[src/rtl/epd_link_pkg.sv]
// Constants, timing counts and state types shared by both ends of the
// serial write port. Assumes a 200 MHz system clock at each end.
`default_nettype none

package epd_link_pkg;

  localparam int CLK_PERIOD_NS = 5;

  // Least link timings in ns
  localparam int SCLK_CYCLE_MIN_NS = 250;
  localparam int SCLK_HIGH_MIN_NS  = 100;
  localparam int ADDR_SETUP_MIN_NS = 150;
  localparam int ADDR_HOLD_MIN_NS  = 150;
  localparam int CS_SETUP_MIN_NS   = 120;

  // Least time rounds up, never below one cycle
  function automatic int cycles_at_least(input int ns);
    int c;
    c = (ns + CLK_PERIOD_NS - 1) / CLK_PERIOD_NS;
    return (c < 1) ? 1 : c;
  endfunction

  localparam int HALF_CYCLES  = cycles_at_least(SCLK_CYCLE_MIN_NS / 2) >
                                cycles_at_least(SCLK_HIGH_MIN_NS) ?
                                cycles_at_least(SCLK_CYCLE_MIN_NS / 2) :
                                cycles_at_least(SCLK_HIGH_MIN_NS);
  localparam int SETUP_CYCLES = cycles_at_least(ADDR_SETUP_MIN_NS) >
                                cycles_at_least(CS_SETUP_MIN_NS) ?
                                cycles_at_least(ADDR_SETUP_MIN_NS) :
                                cycles_at_least(CS_SETUP_MIN_NS);
  localparam int HOLD_CYCLES  = cycles_at_least(ADDR_HOLD_MIN_NS);

  localparam int TIMER_W = 6;
  localparam logic [TIMER_W-1:0] HALF_TICKS  = TIMER_W'(HALF_CYCLES - 1);
  localparam logic [TIMER_W-1:0] SETUP_TICKS = TIMER_W'(SETUP_CYCLES - 1);
  localparam logic [TIMER_W-1:0] HOLD_TICKS  = TIMER_W'(HOLD_CYCLES - 1);

  // Framing
  localparam int BYTE_W = 8;
  localparam int WORD_W = BYTE_W + 1;
  localparam logic [3:0] BITS_FOUR_WIRE  = 4'h8;
  localparam logic [3:0] BITS_THREE_WIRE = 4'h9;
  localparam logic [3:0] PRIME_EDGES     = 4'h4;
  localparam logic       KIND_COMMAND    = 1'h0;
  localparam logic       KIND_DATA       = 1'h1;
  localparam logic       STRAP_FOUR_WIRE = 1'h0;
  localparam logic       STRAP_THREE_WIRE = 1'h1;

  localparam int FIFO_DEPTH = 4;

  typedef enum {
    HOST_PRIME, HOST_IDLE, HOST_SETUP, HOST_HIGH, HOST_LOW, HOST_HOLD, HOST_GAP
  } host_state_type;

endpackage

`default_nettype wire

[src/rtl/epd_link_if.sv]
// Pins between the host controller and the display module serial port.
// Every pin is driven by exactly one end; no two-way pins are used.
`timescale 1ns/10ps
`default_nettype none

interface epd_link_if;
  logic sclk;
  logic serial_data_in;
  logic byte_kind;
  logic chip_sel_n;
  logic bus_mode_strap;
  logic module_reset_n;
  logic panel_active_flag_n;

  modport device (
    input  sclk,
    input  serial_data_in,
    input  byte_kind,
    input  chip_sel_n,
    input  bus_mode_strap,
    input  module_reset_n,
    output panel_active_flag_n
  );

  modport host (
    output sclk,
    output serial_data_in,
    output byte_kind,
    output chip_sel_n,
    output bus_mode_strap,
    output module_reset_n,
    input  panel_active_flag_n
  );
endinterface

`default_nettype wire

[src/rtl/epd_device_end.sv]
// Display module end of the serial write port, plus the small FIFO that
// the host end uses. Link logic runs on the host-made serial clock; the
// write strobes run on the local system clock.
`timescale 1ns/10ps
`default_nettype none

////////////////////////////////////////////////////////////////////////////////

module sync_fifo #(
  parameter int WIDTH = 9,
  parameter int DEPTH = 4
) (
  // System
  input  wire logic             clock,
  input  wire logic             rst_n,
  // Fill side
  input  wire logic             in_valid,
  output logic                  in_ready,
  input  wire logic [WIDTH-1:0] in_data,
  // Drain side
  output logic                  out_valid,
  input  wire logic             out_ready,
  output logic      [WIDTH-1:0] out_data
);
  localparam int PTR_W = $clog2(DEPTH);
  localparam int CNT_W = $clog2(DEPTH + 1);
  localparam logic [CNT_W-1:0] FULL_COUNT = CNT_W'(DEPTH);
  localparam logic [CNT_W-1:0] ONE_COUNT  = CNT_W'(1);

  logic [WIDTH-1:0] mem [DEPTH];
  logic [PTR_W-1:0] wr_ptr;
  logic [PTR_W-1:0] rd_ptr;
  logic [CNT_W-1:0] count;
  logic [PTR_W-1:0] next_wr_ptr;
  logic [PTR_W-1:0] next_rd_ptr;
  logic [CNT_W-1:0] next_count;
  logic             push;
  logic             pop;

  function automatic logic [PTR_W-1:0] bump(input logic [PTR_W-1:0] p);
    return (p == PTR_W'(DEPTH - 1)) ? '0 : PTR_W'(p + 1'b1);
  endfunction

  always_comb begin
    push        = in_valid && in_ready;
    pop         = out_valid && out_ready;
    next_wr_ptr = push ? bump(wr_ptr) : wr_ptr;
    next_rd_ptr = pop ? bump(rd_ptr) : rd_ptr;
    next_count  = count;
    if (push && !pop) begin
      next_count = count + ONE_COUNT;
    end else if (pop && !push) begin
      next_count = count - ONE_COUNT;
    end
  end

  // Flags are registered from the next count so both sides see flop outputs
  always_ff @(posedge clock or negedge rst_n) begin
    if (!rst_n) begin
      wr_ptr    <= '0;
      rd_ptr    <= '0;
      count     <= '0;
      in_ready  <= 1'b0;
      out_valid <= 1'b0;
    end else begin
      wr_ptr    <= next_wr_ptr;
      rd_ptr    <= next_rd_ptr;
      count     <= next_count;
      in_ready  <= (next_count != FULL_COUNT);
      out_valid <= (next_count != '0);
    end
  end

  always_ff @(posedge clock) begin
    if (push) begin
      mem[wr_ptr] <= in_data;
    end
  end

  assign out_data = mem[rd_ptr];
endmodule


`default_nettype wire

[src/rtl/epd_host_end.sv]
// Host controller end of the serial write port. Bytes queue in a FIFO
// and are sent one per select frame; the serial clock is divided from
// the 200 MHz system clock. Assumes the device end sits on the far side.
`timescale 1ns/10ps
`default_nettype none

module epd_host_end
  import epd_link_pkg::*;
(
  // System
  input  wire logic              clock,
  input  wire logic              rst_n,
  // Link
  epd_link_if.host               link,
  // Mode and panel reset
  input  wire logic              three_wire,
  input  wire logic              panel_reset,
  // Byte stream
  input  wire logic              in_valid,
  output logic                   in_ready,
  input  wire logic              in_is_data,
  input  wire logic [BYTE_W-1:0] in_byte
);
  host_state_type    state;
  host_state_type    next_state;
  logic [TIMER_W-1:0] timer;
  logic [TIMER_W-1:0] next_timer;
  logic [3:0]        bits_left;
  logic [3:0]        next_bits_left;
  logic [WORD_W-1:0] shift;
  logic [WORD_W-1:0] next_shift;
  logic              sclk;
  logic              next_sclk;
  logic              cs_n;
  logic              next_cs_n;
  logic              sdo;
  logic              next_sdo;
  logic              kind;
  logic              next_kind;
  logic              strap;
  logic              next_strap;
  logic              mod_rst_n;
  logic              busy_meta;
  logic              busy_sync;
  logic              q_valid;
  logic              q_ready;
  logic [WORD_W-1:0] q_data;
  logic              expired;

  sync_fifo #(
    .WIDTH (WORD_W),
    .DEPTH (FIFO_DEPTH)
  ) queue (
    .clock     (clock),
    .rst_n     (rst_n),
    .in_valid  (in_valid),
    .in_ready  (in_ready),
    .in_data   ({in_is_data, in_byte}),
    .out_valid (q_valid),
    .out_ready (q_ready),
    .out_data  (q_data)
  );

  //////////////////////////////////////////////////////////////////////////////

  always_comb begin
    expired        = (timer == '0);
    next_state     = state;
    next_timer     = expired ? timer : timer - TIMER_W'(1);
    next_bits_left = bits_left;
    next_shift     = shift;
    next_sclk      = sclk;
    next_cs_n      = cs_n;
    next_sdo       = sdo;
    next_kind      = kind;
    next_strap     = strap;
    // Commands wait while the panel reports busy; data may still flow
    q_ready        = (state == HOST_IDLE) && q_valid &&
                     (q_data[BYTE_W] == KIND_DATA || busy_sync);
    case (state)
      HOST_PRIME: begin
        // Strap taken after reset; idle clocks let the far end settle
        next_strap = three_wire ? STRAP_THREE_WIRE : STRAP_FOUR_WIRE;
        if (expired) begin
          next_sclk      = !sclk;
          next_timer     = HALF_TICKS;
          next_bits_left = bits_left - 4'h1;
          if (bits_left == 4'h1) begin
            next_state = HOST_IDLE;
          end
        end
      end
      HOST_IDLE: begin
        if (q_ready) begin
          next_cs_n  = 1'b0;
          next_timer = SETUP_TICKS;
          next_state = HOST_SETUP;
          if (strap == STRAP_THREE_WIRE) begin
            next_shift     = q_data;
            next_kind      = 1'b0;
            next_bits_left = BITS_THREE_WIRE;
          end else begin
            next_shift     = {q_data[BYTE_W-1:0], 1'b0};
            next_kind      = q_data[BYTE_W];
            next_bits_left = BITS_FOUR_WIRE;
          end
          next_sdo = next_shift[WORD_W-1];
        end
      end
      HOST_SETUP, HOST_LOW: begin
        if (expired) begin
          next_sclk  = 1'b1;
          next_timer = HALF_TICKS;
          next_state = HOST_HIGH;
        end
      end
      HOST_HIGH: begin
        if (expired) begin
          next_sclk      = 1'b0;
          next_bits_left = bits_left - 4'h1;
          if (bits_left == 4'h1) begin
            next_timer = HOLD_TICKS;
            next_state = HOST_HOLD;
          end else begin
            next_shift = {shift[WORD_W-2:0], 1'b0};
            next_sdo   = shift[WORD_W-2];
            next_timer = HALF_TICKS;
            next_state = HOST_LOW;
          end
        end
      end
      HOST_HOLD: begin
        if (expired) begin
          next_cs_n  = 1'b1;
          next_timer = HALF_TICKS;
          next_state = HOST_GAP;
        end
      end
      HOST_GAP: begin
        if (expired) begin
          next_kind  = 1'b0;
          next_state = HOST_IDLE;
        end
      end
      default: begin
        next_state = HOST_IDLE;
      end
    endcase
  end

  always_ff @(posedge clock or negedge rst_n) begin
    if (!rst_n) begin
      state     <= HOST_PRIME;
      timer     <= HALF_TICKS;
      bits_left <= PRIME_EDGES;
      shift     <= '0;
      sclk      <= 1'b0;
      cs_n      <= 1'b1;
      sdo       <= 1'b0;
      kind      <= 1'b0;
      strap     <= STRAP_FOUR_WIRE;
      mod_rst_n <= 1'b0;
      busy_meta <= 1'b1;
      busy_sync <= 1'b1;
    end else begin
      state     <= next_state;
      timer     <= next_timer;
      bits_left <= next_bits_left;
      shift     <= next_shift;
      sclk      <= next_sclk;
      cs_n      <= next_cs_n;
      sdo       <= next_sdo;
      kind      <= next_kind;
      strap     <= next_strap;
      mod_rst_n <= !panel_reset;
      busy_meta <= link.panel_active_flag_n;
      busy_sync <= busy_meta;
    end
  end

  // Write-only: the host never samples the data pin
  assign link.sclk           = sclk;
  assign link.serial_data_in = sdo;
  assign link.byte_kind      = kind;
  assign link.chip_sel_n     = cs_n;
  assign link.bus_mode_strap = strap;
  assign link.module_reset_n = mod_rst_n;
endmodule

`default_nettype wire

[src/flat_wrapper.sv]
// flat-port wrapper written by rule: the top's interface ports become plain ports
module epd_host_end_flat import epd_link_pkg::*;
  (clock, rst_n, three_wire, panel_reset, in_valid, in_ready, in_is_data, in_byte, link_sclk, link_serial_data_in, link_byte_kind, link_chip_sel_n, link_bus_mode_strap, link_module_reset_n, link_panel_active_flag_n);
  epd_link_if link_i ();
  input  wire logic clock;
  input  wire logic rst_n;
  input  wire logic three_wire;
  input  wire logic panel_reset;
  input  wire logic in_valid;
  output logic in_ready;
  input  wire logic in_is_data;
  input  wire logic [BYTE_W-1:0] in_byte;
  output wire logic [$bits(link_i.sclk)-1:0] link_sclk;
  output wire logic [$bits(link_i.serial_data_in)-1:0] link_serial_data_in;
  output wire logic [$bits(link_i.byte_kind)-1:0] link_byte_kind;
  output wire logic [$bits(link_i.chip_sel_n)-1:0] link_chip_sel_n;
  output wire logic [$bits(link_i.bus_mode_strap)-1:0] link_bus_mode_strap;
  output wire logic [$bits(link_i.module_reset_n)-1:0] link_module_reset_n;
  input wire logic [$bits(link_i.panel_active_flag_n)-1:0] link_panel_active_flag_n;
  assign link_sclk = link_i.sclk;
  assign link_serial_data_in = link_i.serial_data_in;
  assign link_byte_kind = link_i.byte_kind;
  assign link_chip_sel_n = link_i.chip_sel_n;
  assign link_bus_mode_strap = link_i.bus_mode_strap;
  assign link_module_reset_n = link_i.module_reset_n;
  assign link_i.panel_active_flag_n = link_panel_active_flag_n;
  epd_host_end u_core (.clock(clock), .rst_n(rst_n), .link(link_i), .three_wire(three_wire), .panel_reset(panel_reset), .in_valid(in_valid), .in_ready(in_ready), .in_is_data(in_is_data), .in_byte(in_byte));
endmodule
[config.mk]
export PLATFORM = sky130hd
export DESIGN_NAME = epd_host_end_flat
export DESIGN_NICKNAME = d
export VERILOG_FILES = /design/src/rtl/epd_link_pkg.sv /design/src/rtl/epd_link_if.sv /design/src/rtl/epd_device_end.sv /design/src/rtl/epd_host_end.sv /design/src/flat_wrapper.sv
export SDC_FILE = /design/constraint.sdc
export NUM_CORES = 1
export LEC_CHECK = 0
export BUFFER_PORTS_ARGS = -buffer_cell sky130_fd_sc_hd__buf_2
export CAP_MARGIN = 20
export CORE_ASPECT_RATIO = 0.7
export CORE_MARGIN = 2
export CORE_UTILIZATION = 54
export DETAILED_ROUTE_END_ITERATION = 8
export HOLD_SLACK_MARGIN = 0.15
export PLACE_DENSITY_LB_ADDON = 0.3
export SYNTH_ARGS = -nofsm -noshare
export SYNTH_HDL_FRONTEND = slang
export SYNTH_SLANG_ARGS = --single-unit
[constraint.sdc]
create_clock -name clock -period 2 [get_ports clock]
set_input_delay 0.2 -clock clock [delete_from_list [all_inputs] [get_ports clock]]
set_output_delay 0.2 -clock clock [all_outputs]
set_load 0.05 [all_outputs]
==> impl_metrics.env <==
export IMPL_cts_htree_levels=3
export IMPL_antenna_left=0
export IMPL_instances_no_fill=424
export IMPL_leakage_nw=1.73
export IMPL_place_congestion=0.888
export IMPL_hold_class="input port to async pin"
export IMPL_die_h_um=71.6
export IMPL_ys_ff_latch=74
export IMPL_placed_cells=394
export IMPL_grt_usage_pct=22.9
export IMPL_setup_tns_ns=0
export IMPL_netlist_instances=280
export IMPL_end_kind="flip-flop"
export IMPL_status="complete, no violations"
export IMPL_crit_required_ns=2.29
export IMPL_criticalPathCategory="flip-flop to flip-flop"
export IMPL_grt_pass1_vias=2449
export IMPL_port_buffers=21
export IMPL_cts_sinks=74
export IMPL_rsz0062_at_grt="true"
export IMPL_num_io_pins=22
export IMPL_core_area_mm2=0.00628
export IMPL_hold_violations=0
export IMPL_tightest_slew_ns=0.633
export IMPL_synth_top_flop_cell="edfxtp_1"
export IMPL_final_core_util_pct=68.4
export IMPL_firstDrtPassIters=5
export IMPL_num_fill_cells=466
export IMPL_placed_cell_area_mm2=0.00387
export IMPL_cts_tree="done"
export IMPL_final_setup_viol_count=0
export IMPL_path_buf_inv=1
export IMPL_ys_warn_count=0
export IMPL_clk_pin_slew_worst_paths_ns=0.09
export IMPL_total_power_mw=3.87
export IMPL_critPathArrivalTime_ns=2.23
export IMPL_die_area_mm2=0.00720
export IMPL_synth_cell_type_count=54
export IMPL_cp_cell_sequence="mux2_2 > o221ai_4 > o21ai_1 > a221oi_2 > buf_4 > o21bai_1"
export IMPL_synthesis_nets=306
export IMPL_synthToLayoutAreaGrowth_pct=21.7
export IMPL_final_cell_area_mm2=0.00429
export IMPL_synth_edf_count=36
export IMPL_dp_hpwl_um=5020
export IMPL_critical_path_top_delay_family="compound AO/OA/AOI/OAI gates"
export IMPL_relSlewSlack_pct=57.8
export IMPL_yosys_top_cells_area="edfxtp_1, dfrtp_1, mux4_1"
export IMPL_wl_per_cell_um=18.0
export IMPL_root_buffer="clkbuf_8"
export IMPL_die_w_um=101
export IMPL_grt_overflow=0
export IMPL_cts_buffers=9
export IMPL_cp_max_fo=7
export IMPL_clk_path_buf_depth=2
export IMPL_period_share_pct=97.3
export IMPL_reg2reg_slack_ns=0.05
export IMPL_nNetsFinal=367
export IMPL_synth_top_area_share_pct=30.6
export IMPL_drc=0
export IMPL_grt_max_degree=23
export IMPL_ir_drop_mv=1.00
export IMPL_synth_seq_area_share_pct=57.8
export IMPL_slew_viol_final=0
export IMPL_drive_above_1_share_pct=27.7
export IMPL_startpoint_type="flip-flop"
export IMPL_setup_ws_ns=0.0536
export IMPL_initial_utilization_pct=56.2
export IMPL_fmax_ghz=0.514
export IMPL_cp_slowest_cell="dfrtp_2"
export IMPL_routed_wl_um=7630
export IMPL_clock_latency_ns=0.35
export IMPL_cpPeakStageDelay_ns=0.41
export IMPL_antenna_found_initial=0
export IMPL_yosys_area_top_type="edfxtp_1"
export IMPL_syn_cell_area_mm2=0.00353
export IMPL_drv_cap=0
export IMPL_rows=24
export IMPL_drtIter0Drc=197
export IMPL_grt_pass1_wl_um=12300
export IMPL_vias_per_cell=5.93
export IMPL_timing_hold_ws_ns=0.285
export IMPL_p_per_area_mw_per_mm2=901
export IMPL_async_flop_share_pct=51.4
export IMPL_fin_skew_ns=0.00564
export IMPL_pre_cts_ws_ns=-0.0976
export IMPL_diodes=0
export IMPL_avgSynthCellArea_um2=12.6
export IMPL_vias=2515
export IMPL_fin_crit_ns=1.95
-- registers in the layout (all words and copies together) (netlist names), 2 cells and up --
| register | cells |
|---|---|
| u_core.state | 3 |
| u_core.queue.mem | 36 |
| u_core.bits_left | 4 |
| u_core.timer | 6 |
| u_core.queue.count | 3 |
| u_core.shift | 8 |
| u_core.queue.rd_ptr | 2 |
| u_core.queue.wr_ptr | 2 |
-- per-layer routing --
layer	up-vias	part of all wire (%)	track usage, %
met5	-	0	0
met4	0	2.1	8.68
met2	77	46	34.7
met3	18	4.5	5.27
li1	1180	-	-
met1	1240	47	32.7
-- worst paths after layout --
check / from / to / cells after the start
setup / recovery: u_core.queue.rd_ptr[1] / u_core.queue.out_valid / 6
min in group clock: in_valid / u_core.queue.wr_ptr[1] / 3
hold / removal: rst_n / u_core.bits_left[3] / 2
setup reg to reg: u_core.queue.rd_ptr[1] / u_core.queue.out_valid / 6
hold reg to reg: u_core.busy_meta / u_core.busy_sync / 0
max in group asynchronous: rst_n / u_core.busy_sync / 3
-- synthesized netlist by cell type (all sizes together) (2+ instances only) --
cell / count
a211oi: 8
a21oi: 14
a221oi: 2
a311oi: 2
and2: 3
and3: 7
buf: 4
clkbuf: 5
dfrtp: 32
dfstp: 6
edfxtp: 36
ha: 11
inv: 14
mux2: 4
mux4: 8
nand2: 20
nand2b: 3
nand3: 2
nand4: 3
nor2: 18
nor2b: 11
nor3: 6
nor4: 2
o21ai: 23
o22ai: 4
o2bb2ai: 8
o32ai: 2
or2: 2
or3: 2
xnor2: 2
-- timing repair --
item                                    4_1_cts  5_1_grt
pin swaps                                     0        6
setup buffers                                 0        1
resized for setup                             1       16
hold endpoints to repair                     74        0
hold buffers                                 13        0
endpoints found under the setup margin        8       11
-- placed cells by master (no fill, tap or decap), types with 11 or more instances in the layout --
| master | netlist | final |
|---|---|---|
| a21oi_1 | 13 | 13 |
| buf_2 | 3 | 21 |
| buf_4 | 0 | 25 |
| dfrtp_1 | 32 | 31 |
| dlygate4sd3_1 | 0 | 13 |
| edfxtp_1 | 36 | 36 |
| inv_1 | 14 | 13 |
| nand2_1 | 19 | 18 |
| nor2_1 | 17 | 16 |
| nor2b_1 | 11 | 11 |
| o21ai_0 | 22 | 21 |
-- layout make-up --
class	count	area (µm²)	share of cell area [%]
Sequential cell	74	2040	47.5
Clock inverter	7	82.6	1.92
Timing Repair Buffer	59	423	9.85
Tap cell	78	97.6	2.27
Clock buffer	9	124	2.88
Multi-Input combinational cell	183	1470	34.3
Inverter	14	52.6	1.22
-- power by group --
part / internal, mW / leakage [nW] / switching (mW)
sequential: 1.81 / 0.798 / 0.110
clock: 0.598 / 0.0988 / 0.621
combinational: 0.306 / 0.836 / 0.419
total: 2.72 / 1.73 / 1.15
-- logic make-up after synthesis --
logic type	synth area share (%)
adder cells (fa/ha/maj)	4.19
AND/OR/NAND/NOR	11.9
AO/OA/AOI/OAI	14.9
multiplexers	7.63
XOR/XNOR	0.745
buffers and inverters	2.77
flip-flops	57.8
Note: power is estimated with default switching activity, not from simulation.
